### src/hdl/scp_pkg.sv
// Constants and types of the serial command port
// Contract
// - The device is only a serial bus slave; the host starts everything.
// - While select is high, serial clock and data in are ignored.
// - Data lines change on falling edges and are sampled on rising edges.
// - Transfers are byte aligned, most significant bit first both ways.
// - Raising select abandons the transaction; next falling select starts anew.
// - First byte after select falls is the command byte.
// - Command 0x20 loads a 16-bit register address for later access.
// - Command 0x2D writes 16 or 32 following bits to the stored address.
// - Command 0x6D, one dummy byte, then 16 or 32 bits read out.
// - Command 0x5F fast buffer read; six dummy bytes precede valid data.
// - Next result is fetched internally while previous one shifts out.
// - Prefetch from the empty buffer raises an underflow error; only a prefetch at offset 0x00 raises it here.
package scp_pkg;

  localparam logic [7:0] CMD_LOAD_ADDRESS     = 8'h20;
  localparam logic [7:0] CMD_REGISTER_WRITE   = 8'h2d;
  localparam logic [7:0] CMD_REGISTER_READ    = 8'h6d;
  localparam logic [7:0] CMD_FAST_BUFFER_READ = 8'h5f;

  // Byte positions inside a frame
  localparam logic [2:0] IDX_COMMAND    = 3'h0;
  localparam logic [2:0] IDX_ADDR_HIGH  = 3'h1;
  localparam logic [2:0] IDX_ADDR_LOW   = 3'h2;
  localparam logic [2:0] IDX_READ_DATA  = 3'h2;
  localparam logic [2:0] IDX_LAST_DUMMY = 3'h6;
  localparam logic [2:0] IDX_WRAP_TOP   = 3'h7;
  localparam logic [2:0] IDX_WRAP_BASE  = 3'h4;
  localparam logic [1:0] SLOT_OFFSET    = 2'h1;
  localparam logic [1:0] SLOT_RESULT    = 2'h3;
  localparam logic [2:0] BIT_LAST       = 3'h7;
  localparam logic [2:0] WR_HALF_BYTES  = 3'h2;
  localparam logic [2:0] WR_FULL_BYTES  = 3'h4;
  localparam int         SYNC_WIDTH     = 3;

  localparam logic [15:0] RESULT_BUFFER_READ_PORT = 16'h2068;

  typedef enum logic [2:0] {
    MODE_NONE  = 3'b000,
    MODE_ADDR  = 3'b001,
    MODE_WRITE = 3'b011,
    MODE_READ  = 3'b010,
    MODE_FAST  = 3'b110
  } scp_mode_e;

endpackage

### src/hdl/scp_sync.sv
// Two-stage synchroniser for pin inputs
module scp_sync #(
  parameter int WIDTH = 1
) (
  // System side
  input  wire logic             clock,
  input  wire logic             rst,
  // Pins and synchronised copy
  input  wire logic [WIDTH-1:0] pinIn,
  output logic      [WIDTH-1:0] syncOut
);

  logic [WIDTH-1:0] stage1_q;

  always_ff @(posedge clock) begin
    if (rst) begin
      stage1_q <= '1;
      syncOut  <= '1;
    end else begin
      stage1_q <= pinIn;
      syncOut  <= stage1_q;
    end
  end

endmodule

### src/hdl/scp_top.sv
// Serial command port: slave shifter, command decode, internal bus master
module scp_top
  import scp_pkg::*;
(
  // System
  input  wire logic        clock,
  input  wire logic        rst,
  // Serial pins
  input  wire logic        csN,
  input  wire logic        sclk,
  input  wire logic        mosi,
  output logic             miso,
  output logic             misoOeN,
  // Status and buffer state
  input  wire logic [7:0]  serialStatusByte,
  input  wire logic        bufEmpty,
  output logic             underflowErr,
  // Internal bus
  output logic             busReq,
  output logic             busWe,
  output logic             busWide,
  output logic [15:0]      busAddr,
  output logic [31:0]      busWdata,
  input  wire logic        busAck,
  input  wire logic [31:0] busRdata,
  input  wire logic        busRdWide
);

  logic csS, sclkS, mosiS;
  logic sclkPrev_q, csPrev_q;
  logic sclkRise, sclkFall, csFall, csRise, byteDone;
  logic [7:0] rxByte;

  scp_sync #(.WIDTH(SYNC_WIDTH)) uSync (
    .clock   (clock),
    .rst     (rst),
    .pinIn   ({csN, sclk, mosi}),
    .syncOut ({csS, sclkS, mosiS})
  );

  always_ff @(posedge clock) begin
    if (rst) begin
      sclkPrev_q <= 1'b0;
      csPrev_q   <= 1'b1;
    end else begin
      sclkPrev_q <= sclkS;
      csPrev_q   <= csS;
    end
  end
  logic [2:0]  bitCnt_q, bitCnt_d, byteIdx_q, byteIdx_d, wrCnt_q, wrCnt_d;
  logic [6:0]  rxShift_q, rxShift_d;
  logic [7:0]  txShift_q, txShift_d, addrHi_q, addrHi_d, txSel, fetchOff;
  logic [23:0] txWord_q, txWord_d;
  logic [15:0] regAddr_q, regAddr_d;
  logic [31:0] wrData_q, wrData_d;
  logic        dataPhase_q, dataPhase_d, miso_q, miso_d, misoOeN_q, misoOeN_d;
  scp_mode_e   mode_q, mode_d;

  // Serial edges count only while selected
  assign sclkRise = sclkS & ~sclkPrev_q & ~csS;
  assign sclkFall = ~sclkS & sclkPrev_q & ~csS;
  assign csFall   = csPrev_q & ~csS;
  assign csRise   = ~csPrev_q & csS;
  assign rxByte   = {rxShift_q, mosiS};
  assign byteDone = sclkRise && bitCnt_q == BIT_LAST;
  logic [31:0] rdWord_q, rdWord_d, pre_q, pre_d;

  always_comb begin
    txSel  = serialStatusByte;
    txWord_d = txWord_q;
    if (mode_q == MODE_FAST && dataPhase_q) begin
      if (byteIdx_q[1:0] == SLOT_RESULT) begin
        txSel    = pre_q[31:24];
        txWord_d = pre_q[23:0];
      end else begin
        txSel    = txWord_q[23:16];
        txWord_d = {txWord_q[15:0], 8'h00};
      end
    end else if (mode_q == MODE_READ && byteIdx_q >= IDX_READ_DATA) begin
      if (byteIdx_q == IDX_READ_DATA) begin
        txSel    = rdWord_q[31:24];
        txWord_d = rdWord_q[23:0];
      end else begin
        txSel    = txWord_q[23:16];
        txWord_d = {txWord_q[15:0], 8'h00};
      end
    end
  end

  always_comb begin
    bitCnt_d    = bitCnt_q;
    byteIdx_d   = byteIdx_q;
    wrCnt_d     = wrCnt_q;
    rxShift_d   = rxShift_q;
    txShift_d   = txShift_q;
    addrHi_d    = addrHi_q;
    regAddr_d   = regAddr_q;
    wrData_d    = wrData_q;
    dataPhase_d = dataPhase_q;
    miso_d      = miso_q;
    misoOeN_d   = misoOeN_q;
    mode_d      = mode_q;
    if (csS) begin
      bitCnt_d    = '0;
      byteIdx_d   = IDX_COMMAND;
      wrCnt_d     = '0;
      dataPhase_d = 1'b0;
      mode_d      = MODE_NONE;
      misoOeN_d   = 1'b1;
    end else if (csFall) begin
      txShift_d = serialStatusByte;
      miso_d    = serialStatusByte[7];
      misoOeN_d = 1'b0;
    end else begin
      if (sclkRise) begin
        rxShift_d = rxByte[6:0];
        bitCnt_d  = bitCnt_q + 3'h1;
      end
      if (byteDone) begin
        byteIdx_d = (byteIdx_q == IDX_WRAP_TOP) ? IDX_WRAP_BASE : byteIdx_q + 3'h1;
        if (byteIdx_q == IDX_LAST_DUMMY)
          dataPhase_d = 1'b1;
        if (byteIdx_q == IDX_COMMAND) begin
          case (rxByte)
            CMD_LOAD_ADDRESS:     mode_d = MODE_ADDR;
            CMD_REGISTER_WRITE:   mode_d = MODE_WRITE;
            CMD_REGISTER_READ:    mode_d = MODE_READ;
            CMD_FAST_BUFFER_READ: mode_d = MODE_FAST;
            default:              mode_d = MODE_NONE;
          endcase
        end else if (mode_q == MODE_ADDR) begin
          if (byteIdx_q == IDX_ADDR_HIGH)
            addrHi_d = rxByte;
          else if (byteIdx_q == IDX_ADDR_LOW)
            regAddr_d = {addrHi_q, rxByte};
        end else if (mode_q == MODE_FAST && byteIdx_q[1:0] == SLOT_OFFSET) begin
          addrHi_d = rxByte;
        end else if (mode_q == MODE_WRITE && wrCnt_q < WR_FULL_BYTES) begin
          wrData_d = {wrData_q[23:0], rxByte};
          wrCnt_d  = wrCnt_q + 3'h1;
        end
      end
      if (sclkFall) begin
        if (bitCnt_q == '0) begin
          txShift_d = txSel;
          miso_d    = txSel[7];
        end else begin
          txShift_d = {txShift_q[6:0], 1'b0};
          miso_d    = txShift_q[6];
        end
      end
    end
  end

  always_ff @(posedge clock) begin
    if (rst) begin
      bitCnt_q    <= '0;
      byteIdx_q   <= IDX_COMMAND;
      wrCnt_q     <= '0;
      rxShift_q   <= '0;
      txShift_q   <= '0;
      txWord_q    <= '0;
      addrHi_q    <= '0;
      regAddr_q   <= '0;
      wrData_q    <= '0;
      dataPhase_q <= 1'b0;
      miso_q      <= 1'b0;
      misoOeN_q   <= 1'b1;
      mode_q      <= MODE_NONE;
    end else begin
      bitCnt_q    <= bitCnt_d;
      byteIdx_q   <= byteIdx_d;
      wrCnt_q     <= wrCnt_d;
      rxShift_q   <= rxShift_d;
      txShift_q   <= txShift_d;
      txWord_q    <= (sclkFall && bitCnt_q == '0) ? txWord_d : txWord_q;
      addrHi_q    <= addrHi_d;
      regAddr_q   <= regAddr_d;
      wrData_q    <= wrData_d;
      dataPhase_q <= dataPhase_d;
      miso_q      <= miso_d;
      misoOeN_q   <= misoOeN_d;
      mode_q      <= mode_d;
    end
  end
  // Internal bus master
  logic        wrReq, rdReq, fetchReq;
  logic        busReq_q, busReq_d, busWe_q, busWe_d, busWide_q, busWide_d, toPre_q, toPre_d;
  logic        underflow_q, underflow_d;
  logic [15:0] busAddr_q, busAddr_d;
  logic [31:0] busWdata_q, busWdata_d;

  assign wrReq    = csRise && mode_q == MODE_WRITE && (wrCnt_q == WR_HALF_BYTES || wrCnt_q == WR_FULL_BYTES);
  assign rdReq    = byteDone && byteIdx_q == IDX_COMMAND && rxByte == CMD_REGISTER_READ;
  // First offset fetches at once; later ones wait until the result ahead of them is loaded
  assign fetchReq = mode_q == MODE_FAST && ((byteDone && byteIdx_q == IDX_ADDR_HIGH) ||
                    (sclkFall && bitCnt_q == '0 && dataPhase_q && byteIdx_q[1:0] == SLOT_RESULT));
  assign fetchOff = (byteIdx_q == IDX_ADDR_HIGH) ? rxByte : addrHi_q;

  always_comb begin
    busReq_d    = busReq_q;
    busWe_d     = busWe_q;
    busWide_d   = busWide_q;
    busAddr_d   = busAddr_q;
    busWdata_d  = busWdata_q;
    toPre_d     = toPre_q;
    rdWord_d    = rdWord_q;
    pre_d       = pre_q;
    underflow_d = 1'b0;
    if (busReq_q && busAck) begin
      busReq_d = 1'b0;
      if (!busWe_q && toPre_q)
        pre_d = busRdata;
      else if (!busWe_q)
        rdWord_d = busRdWide ? busRdata : {busRdata[15:0], 16'h0000};
    end
    if (wrReq) begin
      busReq_d   = 1'b1;
      busWe_d    = 1'b1;
      busWide_d  = (wrCnt_q == WR_FULL_BYTES);
      busAddr_d  = regAddr_q;
      busWdata_d = wrData_q;
    end else if (rdReq) begin
      busReq_d  = 1'b1;
      busWe_d   = 1'b0;
      busAddr_d = regAddr_q;
      toPre_d   = 1'b0;
    end else if (fetchReq) begin
      busReq_d    = 1'b1;
      busWe_d     = 1'b0;
      busAddr_d   = RESULT_BUFFER_READ_PORT + {8'h00, fetchOff};
      toPre_d     = 1'b1;
      underflow_d = (fetchOff == 8'h00) && bufEmpty;
    end
  end

  always_ff @(posedge clock) begin
    if (rst) begin
      busReq_q    <= 1'b0;
      busWe_q     <= 1'b0;
      busWide_q   <= 1'b0;
      busAddr_q   <= '0;
      busWdata_q  <= '0;
      toPre_q     <= 1'b0;
      rdWord_q    <= '0;
      pre_q       <= '0;
      underflow_q <= 1'b0;
    end else begin
      busReq_q    <= busReq_d;
      busWe_q     <= busWe_d;
      busWide_q   <= busWide_d;
      busAddr_q   <= busAddr_d;
      busWdata_q  <= busWdata_d;
      toPre_q     <= toPre_d;
      rdWord_q    <= rdWord_d;
      pre_q       <= pre_d;
      underflow_q <= underflow_d;
    end
  end
  assign miso         = miso_q;
  assign misoOeN      = misoOeN_q;
  assign underflowErr = underflow_q;
  assign busReq       = busReq_q;
  assign busWe        = busWe_q;
  assign busWide      = busWide_q;
  assign busAddr      = busAddr_q;
  assign busWdata     = busWdata_q;
endmodule

### config.mk
export PLATFORM = sky130hd
export DESIGN_NAME = scp_top
export DESIGN_NICKNAME = d
export VERILOG_FILES = /design/src/hdl/scp_pkg.sv /design/src/hdl/scp_sync.sv /design/src/hdl/scp_top.sv
export SDC_FILE = /design/constraint.sdc
export NUM_CORES = 1
export LEC_CHECK = 0
export ABC_AREA = 0
export BUFFER_PORTS_ARGS = -buffer_cell sky130_fd_sc_hd__buf_2
export CORE_MARGIN = 2
export CORE_UTILIZATION = 50
export CTS_BUF_LIST = sky130_fd_sc_hd__clkbuf_16
export CTS_CLUSTER_DIAMETER = 60
export DETAILED_ROUTE_END_ITERATION = 8
export HOLD_SLACK_MARGIN = 0.15
export PLACE_DENSITY = 0.72
export SETUP_SLACK_MARGIN = 0.02
export SYNTH_ARGS = -nofsm -noshare
export SYNTH_HDL_FRONTEND = slang
export SYNTH_SLANG_ARGS = --single-unit
### constraint.sdc
create_clock -name clock -period 2.1 [get_ports clock]
set_input_delay 0.21 -clock clock [delete_from_list [all_inputs] [get_ports clock]]
set_output_delay 0.21 -clock clock [all_outputs]
set_load 0.005 [all_outputs]
### Word level (Yosys, flattened, before mapping)

Index checks and enable logic that the tools add are counted.

| cells by class | value |
|---|---|
| add/sub/neg operators | 4 |
| order comparisons | 2 |
| equal/unequal tests | 17 |
| mux-type cells | 32 |
| bitwise logic cells | 19 |
| reduce and logical (&&, ||, !) cells | 45 |

Operators with widths:

| operator | number |
|---|---|
| 24-bit two-way mux | 4 |
| 8-bit two-way mux | 7 |
| 16-bit two-way mux | 3 |
| 32-bit two-way mux | 1 |
| 7-bit two-way mux | 3 |
| 1-bit logical AND | 17 |
| 8-bit by 6-bit == test with 1-bit output, second input constant | 2 |
| 8-bit by 7-bit == test with 1-bit output, second input constant | 2 |
| 14-bit by 8-bit adder with 15-bit output, first input constant | 1 |
| 3-bit == test, second input constant | 5 |
| 7-bit AND reduction | 2 |
| 1-bit NOT | 13 |
| 3-bit by 2-bit == test with 1-bit output, second input constant | 4 |
| 1-bit two-way mux | 12 |
| 3-bit case mux with 4 select lines | 1 |
| 2-bit AND reduction | 6 |
| 3-bit AND reduction | 4 |
| 3-bit by 1-bit adder with 3-bit output, second input constant | 3 |
| 8-bit logical NOT | 1 |
| 2-bit nonzero test | 4 |
| 1-bit AND | 6 |
| 3-bit by 1-bit == test with 1-bit output, second input constant | 2 |
| 3-bit logical NOT | 2 |
| 6-bit AND reduction | 1 |
| other kinds (12) | 13 |

| word-level totals | value |
|---|---|
| register bits after elaboration | 234 |
| input port bits | 48 |
| logic and storage cells | 145 |

### Depth between registers and ports, before layout

Gate-level depths: netlist (run 1).

| logic depth | value |
|---|---|
| depth after elaboration | 11 |
| depth in mapped cells | 10 |

### Cells and area by module

From an unflattened synthesis (run 1), not the netlist that was laid out.

| second synthesis, totals | value |
|---|---|
| cell total of the unflattened synthesis | 1,147 |
| area total of the unflattened synthesis | 9,626.7 um2 |

Modules (own cells, without submodules):

| module | instances | cells an instance | area each (um2) | seq. area each (um2) |
|---|---|---|---|---|
| scp_top | 1 | 1,135 | 9,469.1 | 4,564.4 |
| scp_sync | 1 | 12 | 157.7 | 120.1 |

### Worst setup path before layout (run 1)

Ideal clock, no wire load.

| timing | value |
|---|---|
| path kind | reg2reg |
| start point | register byteIdx_q[0] |
| end point | register txWord_q[4] |
| setup time | 132 ps |
| arrival | 1,839 ps |
| required time | 1,968 ps |
| slack | 129 ps |
| stages on the path, launching flop included | 9 |
| path buffers | 1 |
| period minus slack after synthesis | 1,971 ps |
| cell sequence | dfxtp_1 > inv_1 > ha_1 > nor3_1 > nor4b_2 > o21ai_1 > clkbuf_1 > a221oi_1 > nor3_1 |

| on the way | value |
|---|---|
| cells in the longest elaborated chain, start to end | 4 |

RTL lines:

| item | RTL line | source |
|---|---|---|
| from (decl) | scp_top.sv:50 | `logic [2:0] bitCnt_q, bitCnt_d, byteIdx_q, byteIdx_d, wrCnt_q, wrCnt_d;` |
| from (signal assigned) | scp_top.sv:172 | `byteIdx_q <= byteIdx_d;` |
| 3-bit by 2-bit >= comparator with 1-bit output or 3-bit by 2-bit == test with 1-bit output (tied branches) | scp_top.sv:79, scp_top.sv:80 |  |
| 1-bit logical AND or 24-bit two-way mux (tied branches) | scp_top.sv:79, scp_top.sv:80 |  |
| 2-bit nonzero test (no source line) or 24-bit two-way mux (tied branches) | -- |  |
| 2-bit AND reduction (no source line) or 24-bit two-way mux (tied branches) | -- |  |
| to (signal assigned) | scp_top.sv:176 | `txWord_q <= (sclkFall && bitCnt_q == '0) ? txWord_d : txWord_q;` |
| to (decl) | scp_top.sv:53 | `logic [23:0] txWord_q, txWord_d;` |

Parallel ways exist; a longest one is shown, timed or not. The select of a mux whose other input is x is not followed.
A chain may end at the register's enable or synchronous reset.

### Final worst setup path (run 1)

| timing | value |
|---|---|
| start point | register byteIdx_q[0] |
| end point | register txShift_q[1] |

| on the way | value |
|---|---|
| cells in the longest elaborated chain, start to end | 7 |

RTL lines:

| item | RTL line | source |
|---|---|---|
| 3-bit by 2-bit >= comparator with 1-bit output or 3-bit by 2-bit == test with 1-bit output (tied branches) | scp_top.sv:79, scp_top.sv:80 |  |
| 1-bit logical AND or 8-bit two-way mux (tied branches) | scp_top.sv:79, scp_top.sv:80 |  |
| 8-bit two-way mux | scp_top.sv:79 | `end else if (mode_q == MODE_READ && byteIdx_q >= IDX_READ_DATA) begin` |
| 8-bit two-way mux * | scp_top.sv:71 | `if (mode_q == MODE_FAST && dataPhase_q) begin` |
| 7-bit two-way mux * | scp_top.sv:144 | `if (bitCnt_q == '0) begin` |
| 7-bit two-way mux * | scp_top.sv:143 | `if (sclkFall) begin` |
| 7-bit two-way mux * | scp_top.sv:110 | `end else if (csFall) begin` |
| to (signal assigned) | scp_top.sv:175 | `txShift_q <= txShift_d;` |
| to (decl) | scp_top.sv:52 | `logic [7:0] txShift_q, txShift_d, addrHi_q, addrHi_d, txSel, fetchOff;` |

Every way passes the cells marked *; elsewhere a longest branch is shown, timed or not. The select of a mux whose other input is x is not followed.

==> flow_metrics.tcl, run 1 <==
set metrics [dict create \
    seqCellArea_mm2 0.00469 \
    pre_cts_ws_ns -0.0663 \
    clk_latency_ns 0.52 \
    diodes 0 \
    synth_top_area_share_pct 48.1 \
    hp-class "in -> reg" \
    utilization_pct 62.3 \
    dieArea_mm2 0.0206 \
    synth_largest_area_cell "dfxtp_1" \
    async_reset_ff_share_pct 0 \
    leakage_nw 4.42 \
    layout-area-overhead-vs-synth_pct 23.2 \
    fin_setup_tns_ns 0 \
    p_sw_mw 1.95 \
    io_buffers 101 \
    ys_seq_area_share_pct 48.1 \
    cts_tree "done" \
    critPathKind "reg -> reg" \
    fill_cells 1671 \
    r2r_cells 9 \
    place_congestion 0.883 \
    status "finished clean" \
    seq_power_share_pct 49.1 \
    netlist_instances 1164 \
    antenna_found_initial 0 \
    cts.sinks 234 \
    initial_core_util_pct 50.6 \
    grt_setup_unrepaired "yes" \
    finalCritPeriodShare_pct 95.0 \
    die_w_um 144 \
    first_pass_iters 5 \
    start_kind "flop" \
    grt_start_max_net_pins 99 \
    peakVddDrop_mv 0.574 \
    die_height_um 144 \
    grt_overflow 0 \
    core_area_mm2 0.0193 \
    finalHoldViolations 0 \
    timing.final.ws_setup_ns 0.104 \
    hold_path_depth 3 \
    power_frac_comb_pct 3.5 \
    clockBufferDepth 3 \
    cts_max_level 1 \
    power_frac_clock_pct 47.4 \
    rows 51 \
    drt_iter0_markers 582 \
    vias 8714 \
    setup_viol 0 \
    antenna_left 0 \
    crit_fanout 14 \
    io_pins 102 \
    multi_input_area_mm2 0.00468 \
    worst_setup_path_end_kind "flop" \
    track_usage_pct 23.9 \
    synth.area.top_cells "dfxtp_1 48%, nand2_1 11%, a21oi_1 8.2%" \
    slowest_delay_ns 0.34 \
    worstPathCellList "inv_1 > ha_2 > nor3_4 > nor4b_4 > buf_4 > buf_4 > nand3b_1 > a221o_1 > a31oi_1" \
    internal-power_mw 7.15 \
    fin_nets 1357 \
    p_total_mw 9.09 \
    crit_top_cell "buf_4" \
    yosysWarnings 0 \
    viasPerCell 5.50 \
    min_period_ns 2.00 \
    synth_nets 1222 \
    finalWirelength_um 25200 \
    syn_area_mm2 0.00974 \
    maxCapViolations 0 \
    slew_violations 0 \
    crit_required_ns 2.54 \
    crit_arrival_ns 2.44 \
    ys_types 62 \
    fmax_ghz 0.501 \
    swShare_pct 21.4 \
    drc 0 \
    worstMarginPinSlew_ns 0.654 \
    syn_avg_cell_area_um2 8.37 \
    max_slew_margin_pct 56.4 \
    synth-edff-count 0 \
    cpMaxStageDelayCell "dfxtp_1" \
    cts_made_buffers 26 \
    synth_seq_cells 234 \
    dp_hpwl_um 16000 \
    powerDensity_mw_per_mm2 757 \
    post_drt_wl_per_cell_um 15.9 \
    clkTransAtPathRegs_ns 0.06 \
    grt_pass1_wl_um 40500 \
    skew_ns 0.00965 \
    grt_pass1_vias 8333 \
    drive_above_1_share_pct 16.9 \
    synth_flop_cell "dfxtp_1" \
    root_buffer "clkbuf_16" \
]
-- cell type report --
class	count	area share [%]
multi-input cells	825	39.0
flip-flops and latches	234	39.0
repair buffers	200	12.1
inverters	12	0.375
clock buffers	27	5.63
well taps	265	2.76
clock inverters	21	1.14
-- timing repair --
action | 4_1_cts | 5_1_grt
endpoints found under the setup margin | 10 | 90
pin swaps | 0 | 3
endpoints found under the hold margin | 121 | 0
setup buffers | 0 | 2
hold buffers | 46 | 0
gates resized for setup | 3 | 18
-- synthesized netlist by cell type (12+ instances only) --
cell type  instances
a211oi_1          23
nand3_1           20
o22a_1            16
mux2i_1           47
nor2_1            84
buf_2             19
nand2b_1          15
a21oi_1          160
nor3_1            20
o211ai_1          31
clkbuf_1          62
nand2_1          286
inv_1             12
dfxtp_1          234
-- per-stage QoR --
step	area, um^2	cells	hold slack (ns)
finish	12000	1584	0.200
global route	12000	1584	0.201
CTS	11900	1582	0.180
detailed placement	10600	1488	0.396
global placement	10600	1488	0.393
floorplan	9740	1164	0.314
-- flip-flops by register name (all words and copies together) (netlist names), 3 cells and up --
signal,flops
bitCnt_q,3
rdWord_q,32
busAddr,16
wrData_q,32
byteIdx_q,3
regAddr_q,16
txWord_q,24
uSync.syncOut,3
pre_q,32
wrCnt_q,3
mode_q,3
busWdata,32
txShift_q,7
addrHi_q,8
uSync.stage1_q,3
rxShift_q,7
-- metal layers --
metal  up-vias  part of all wire, %  GRT usage, %
met5         -                    0             0
met4         0                  2.0          6.24
met3        37                  5.6          3.50
met2       256                   47          39.9
met1      4125                   45          32.6
li1       4296                    -             -
-- layout by cell type (no fill, tap or decap), drive strengths merged, types with 3 or more instances in the layout --
cell type	n
a211oi	23
a21oi	160
a221oi	9
a22oi	6
a311oi	3
a31oi	9
and2	3
buf	154
clkbuf	27
clkinv	11
dfxtp	234
dlygate4sd3	46
ha	10
inv	20
mux2	4
mux2i	47
nand2	286
nand2b	15
nand3	20
nand3b	3
nand4	3
nor2	84
nor2b	4
nor3	21
nor4	3
nor4b	4
o211ai	31
o21a	3
o21ai	12
o221ai	7
o22a	16
or2	7
or3	3
or4b	3
xnor2	3
xor2	3
-- power groups by stage --
stage | Combinational (mW) | Clock [mW] | Sequential [mW]
final | 0.316 | 4.31 | 4.47
after global routing | 0.340 | 4.57 | 4.47
after CTS | 0.309 | 4.37 | 4.47
after detailed placement | 0.242 | 0 | 4.56
after global placement | 0.241 | 0 | 4.56
after floorplan | 0.132 | 0 | 4.56
-- worst max-delay path: cells and delay by family (launching register included) --
| kind | cells | cell delay (ns) |
|---|---|---|
| compound gates | 2 | 0.49 |
| simple gates | 3 | 0.45 |
| buf+inv | 3 | 0.40 |
| flops | 1 | 0.34 |
| fa+ha+maj | 1 | 0.23 |
-- final timing paths --
check	to	slack, ns	startpoint
worst max-delay path	txShift_q[1]	0.10	byteIdx_q[0]
worst max register to register	txShift_q[1]	0.10	byteIdx_q[0]
worst min-delay path	rdWord_q[11]	0.20	busRdWide
worst min register to register	uSync.syncOut[0]	0.41	uSync.stage1_q[0]
-- cell families (layout without fill, tap and decap cells) --
logic type / count (synthesis) / in the layout / share of synthesized area (%)
adders and majority gates: 10 / 10 / 1.28
xor gates and xnor gates: 6 / 6 / 0.539
DFF: 234 / 234 / 48.1
AOI/OAI and AO/OA: 292 / 292 / 18.7
muxes: 51 / 51 / 5.29
and+or+nand+nor: 466 / 466 / 21.0
buffers and inverters: 105 / 260 / 5.10
No activity file was read; power rests on OpenSTA's default activity.
==> run 2, diff against run 1 <==
Settings changed: SYNTH_HIERARCHICAL set to 1.
==> run 2 against run 1 <==
Synthesized cell count down 1.5%. Register-to-register slack worse by 0.098 ns. Critical path depth up 1. Utilization up 2.8 points. Sequential cell count unchanged. Non-clock buffer count up 21. Worst hold slack better by 0.21 ns. Clock skew down 0.0035 ns. Clock power down 3%. Combinational power down 5%. Via count up 1.3%. Largest cell class is now multi-input gates. Highest routed layer unchanged.
==> flow_metrics.tcl, run 2 <==
set metrics [dict create \
    placed_cells 1444 \
    internal-power_mw 7.00 \
    place_congestion 0.832 \
    crit_fanout 7 \
    fmax_ghz 0.478 \
    io_pins 102 \
    min_period_ns 2.09 \
    dp_hpwl_um 15900 \
    setup_viol 0 \
    finalHoldViolations 0 \
    die_w_um 143 \
    drt_iter0_markers 628 \
    peakVddDrop_mv 0.490 \
    grt_overflow 0 \
    core_area_mm2 0.0188 \
    power_frac_comb_pct 3.3 \
    fill_cells 1521 \
    synth_seq_cells 234 \
    clockBufferDepth 3 \
    maxCapViolations 0 \
    grt_start_max_net_pins 84 \
    grt_pass1_vias 8382 \
    die_height_um 143 \
    seq_power_share_pct 49.8 \
    hp-class "reg -> reg" \
    whs_ns 0.408 \
    wl_met1_um 11600 \
    ys_seq_area_share_pct 48.7 \
    pre_cts_ws_ns 0.0167 \
    dieArea_mm2 0.0204 \
    p_total_mw 8.95 \
    vias 8830 \
    netlist_instances 1147 \
    layout-area-overhead-vs-synth_pct 26.9 \
    antenna_left 0 \
    placed_area_mm2 0.0106 \
    synth_nets 1205 \
    r2r_cells 10 \
    viasPerCell 5.68 \
    p_sw_mw 1.95 \
    synth_top_area_share_pct 48.7 \
    cts_tree "done" \
    status "finished clean" \
    layout_commonest_cell "nand2_1" \
    skew_ns 0.00614 \
    worst_setup_path_end_kind "flop" \
    wl_met2_um 12400 \
    ys_types 58 \
    initial_core_util_pct 51.3 \
    drive_above_1_share_pct 20.0 \
    hold_path_depth 1 \
    synth_flop_cell "dfxtp_1" \
    timing.final.ws_setup_ns 0.00602 \
    clk_latency_ns 0.51 \
    swShare_pct 21.8 \
    synth.area.top_cells "dfxtp_1 49%, nand2_1 11%, a21oi_1 8.0%" \
    syn_avg_cell_area_um2 8.39 \
    clkTransAtPathRegs_ns 0.06 \
    rows 50 \
    synth-edff-count 0 \
    track_usage_pct 24.6 \
    async_reset_ff_share_pct 0 \
    io_buffers 101 \
    mostFrequentLayoutCells "283 x nand2_1, 230 x dfxtp_1, 153 x a21oi_1" \
    max_slew_margin_pct 41.1 \
    leakage_nw 4.49 \
    slew_violations 0 \
    worstMarginPinSlew_ns 0.883 \
    fin_cells 1554 \
    fin_area_mm2 0.0122 \
    cts_made_buffers 25 \
    cts_max_level 1 \
    antenna_found_initial 0 \
    start_kind "flop" \
    crit_arrival_ns 2.49 \
    yosysMostFrequentCell "nand2_1" \
    powerDensity_mw_per_mm2 733 \
    drc 0 \
    wl_met3_um 1410 \
    power_frac_clock_pct 46.8 \
    synth_largest_area_cell "dfxtp_1" \
    first_pass_iters 5 \
    fin_nets 1360 \
    cts.sinks 234 \
    root_buffer "clkbuf_16" \
    grt_pass1_wl_um 41500 \
    post_drt_wl_per_cell_um 16.7 \
    diodes 0 \
    synth.top_cells.by_count "283 x nand2_1, 234 x dfxtp_1, 153 x a21oi_1, 79 x nor2_1, 72 x clkbuf_1" \
    highest_layer "met4" \
    finalCritPeriodShare_pct 99.7 \
    yosysWarnings 6 \
    finalWirelength_um 26000 \
    critPathKind "reg -> reg" \
    crit_required_ns 2.50 \
    grt_setup_unrepaired "yes" \
    syn_area_mm2 0.00963 \
]
-- run 2: cell count changes after synthesis, sizes merged, moves of 5 or more --
cell,previous run,this run
clkbuf,62,72
nand3,20,32
o32ai,1,16
mux2i,47,53
o211ai,31,9
nor2,84,79
buf,31,21
nand2b,15,6
o22ai,1,19
a21oi,160,153
o22a,16,0
-- run 2: power by group through the flow --
| stage | clock network (mW) | logic [mW] | registers (mW) |
|---|---|---|---|
| 6_report | 4.19 | 0.300 | 4.46 |
| 5_1_grt | 4.45 | 0.322 | 4.46 |
| 4_1_cts | 4.25 | 0.291 | 4.46 |
| 3_5_place_dp | 0 | 0.219 | 4.56 |
| 3_3_place_gp | 0 | 0.219 | 4.56 |
| 2_1_floorplan | 0 | 0.114 | 4.56 |
-- run 2: metal layers --
metal	global-route usage (%)	vias up
li1	-	4295
met1	33.4	4207
met2	41.2	274
met3	3.59	54
met4	6.25	0
met5	0	-
-- run 2: kinds of logic after synthesis --
logic type | count (synthesis) | share of synthesized area [%]
and+or+nand+nor | 461 | 20.7
AOI/OAI and AO/OA | 282 | 19.0
DFF | 234 | 48.7
buffers and inverters | 101 | 4.24
muxes | 53 | 5.51
adders and majority gates | 10 | 1.30
xor gates and xnor gates | 6 | 0.546
-- run 2: worst paths after layout --
kind,from,to,slack (ns)
min,uSync/stage1_q[0],uSync/syncOut[0],0.41
max reg2reg,byteIdx_q[0],txWord_q[9],0.006
min reg2reg,uSync/stage1_q[0],uSync/syncOut[0],0.41
max,byteIdx_q[0],txWord_q[9],0.006
-- run 2: cell type report --
type | instances | area, um^2 | share of cell area (%)
Sequential cell | 234 | 4690 | 38.4
Clock buffer | 25 | 626 | 5.12
Multi-Input combinational cell | 812 | 4750 | 38.8
Clock inverter | 20 | 156 | 1.28
Inverter | 8 | 32.5 | 0.266
Timing Repair Buffer | 221 | 1670 | 13.7
Tap cell | 234 | 293 | 2.40
-- run 2: through the flow --
| stage | setup TNS, ns | util, % |
|---|---|---|
| floorplan | 0 | - |
| global placement | 0 | 56.4 |
| detailed placement | 0 | 56.4 |
| CTS | 0 | 63.3 |
| global route | -0.458 | 65.1 |
| finish | 0 | 65.1 |
-- run 2: timing repair --
action / 4_1_cts / 5_1_grt
resized for setup: 2 / 54
buffers inserted: 0 / 12
hold buffers: 50 / 0
endpoints found under the hold margin: 86 / 0
gates cloned: 0 / 3
endpoints found under the setup margin: 4 / 91
pin swaps: 0 / 29
-- run 2: worst max-delay path, stage by stage (launching register included) --
cell and delay [ns]:
dfxtp_4 0.36, inv_4 0.06, ha_4 0.14, nor3_4 0.04, or3_4 0.36, a2111oi_4 0.44, buf_4 0.19, buf_8 0.11
buf_6 0.13, buf_6 0.10, o32ai_2 0.05
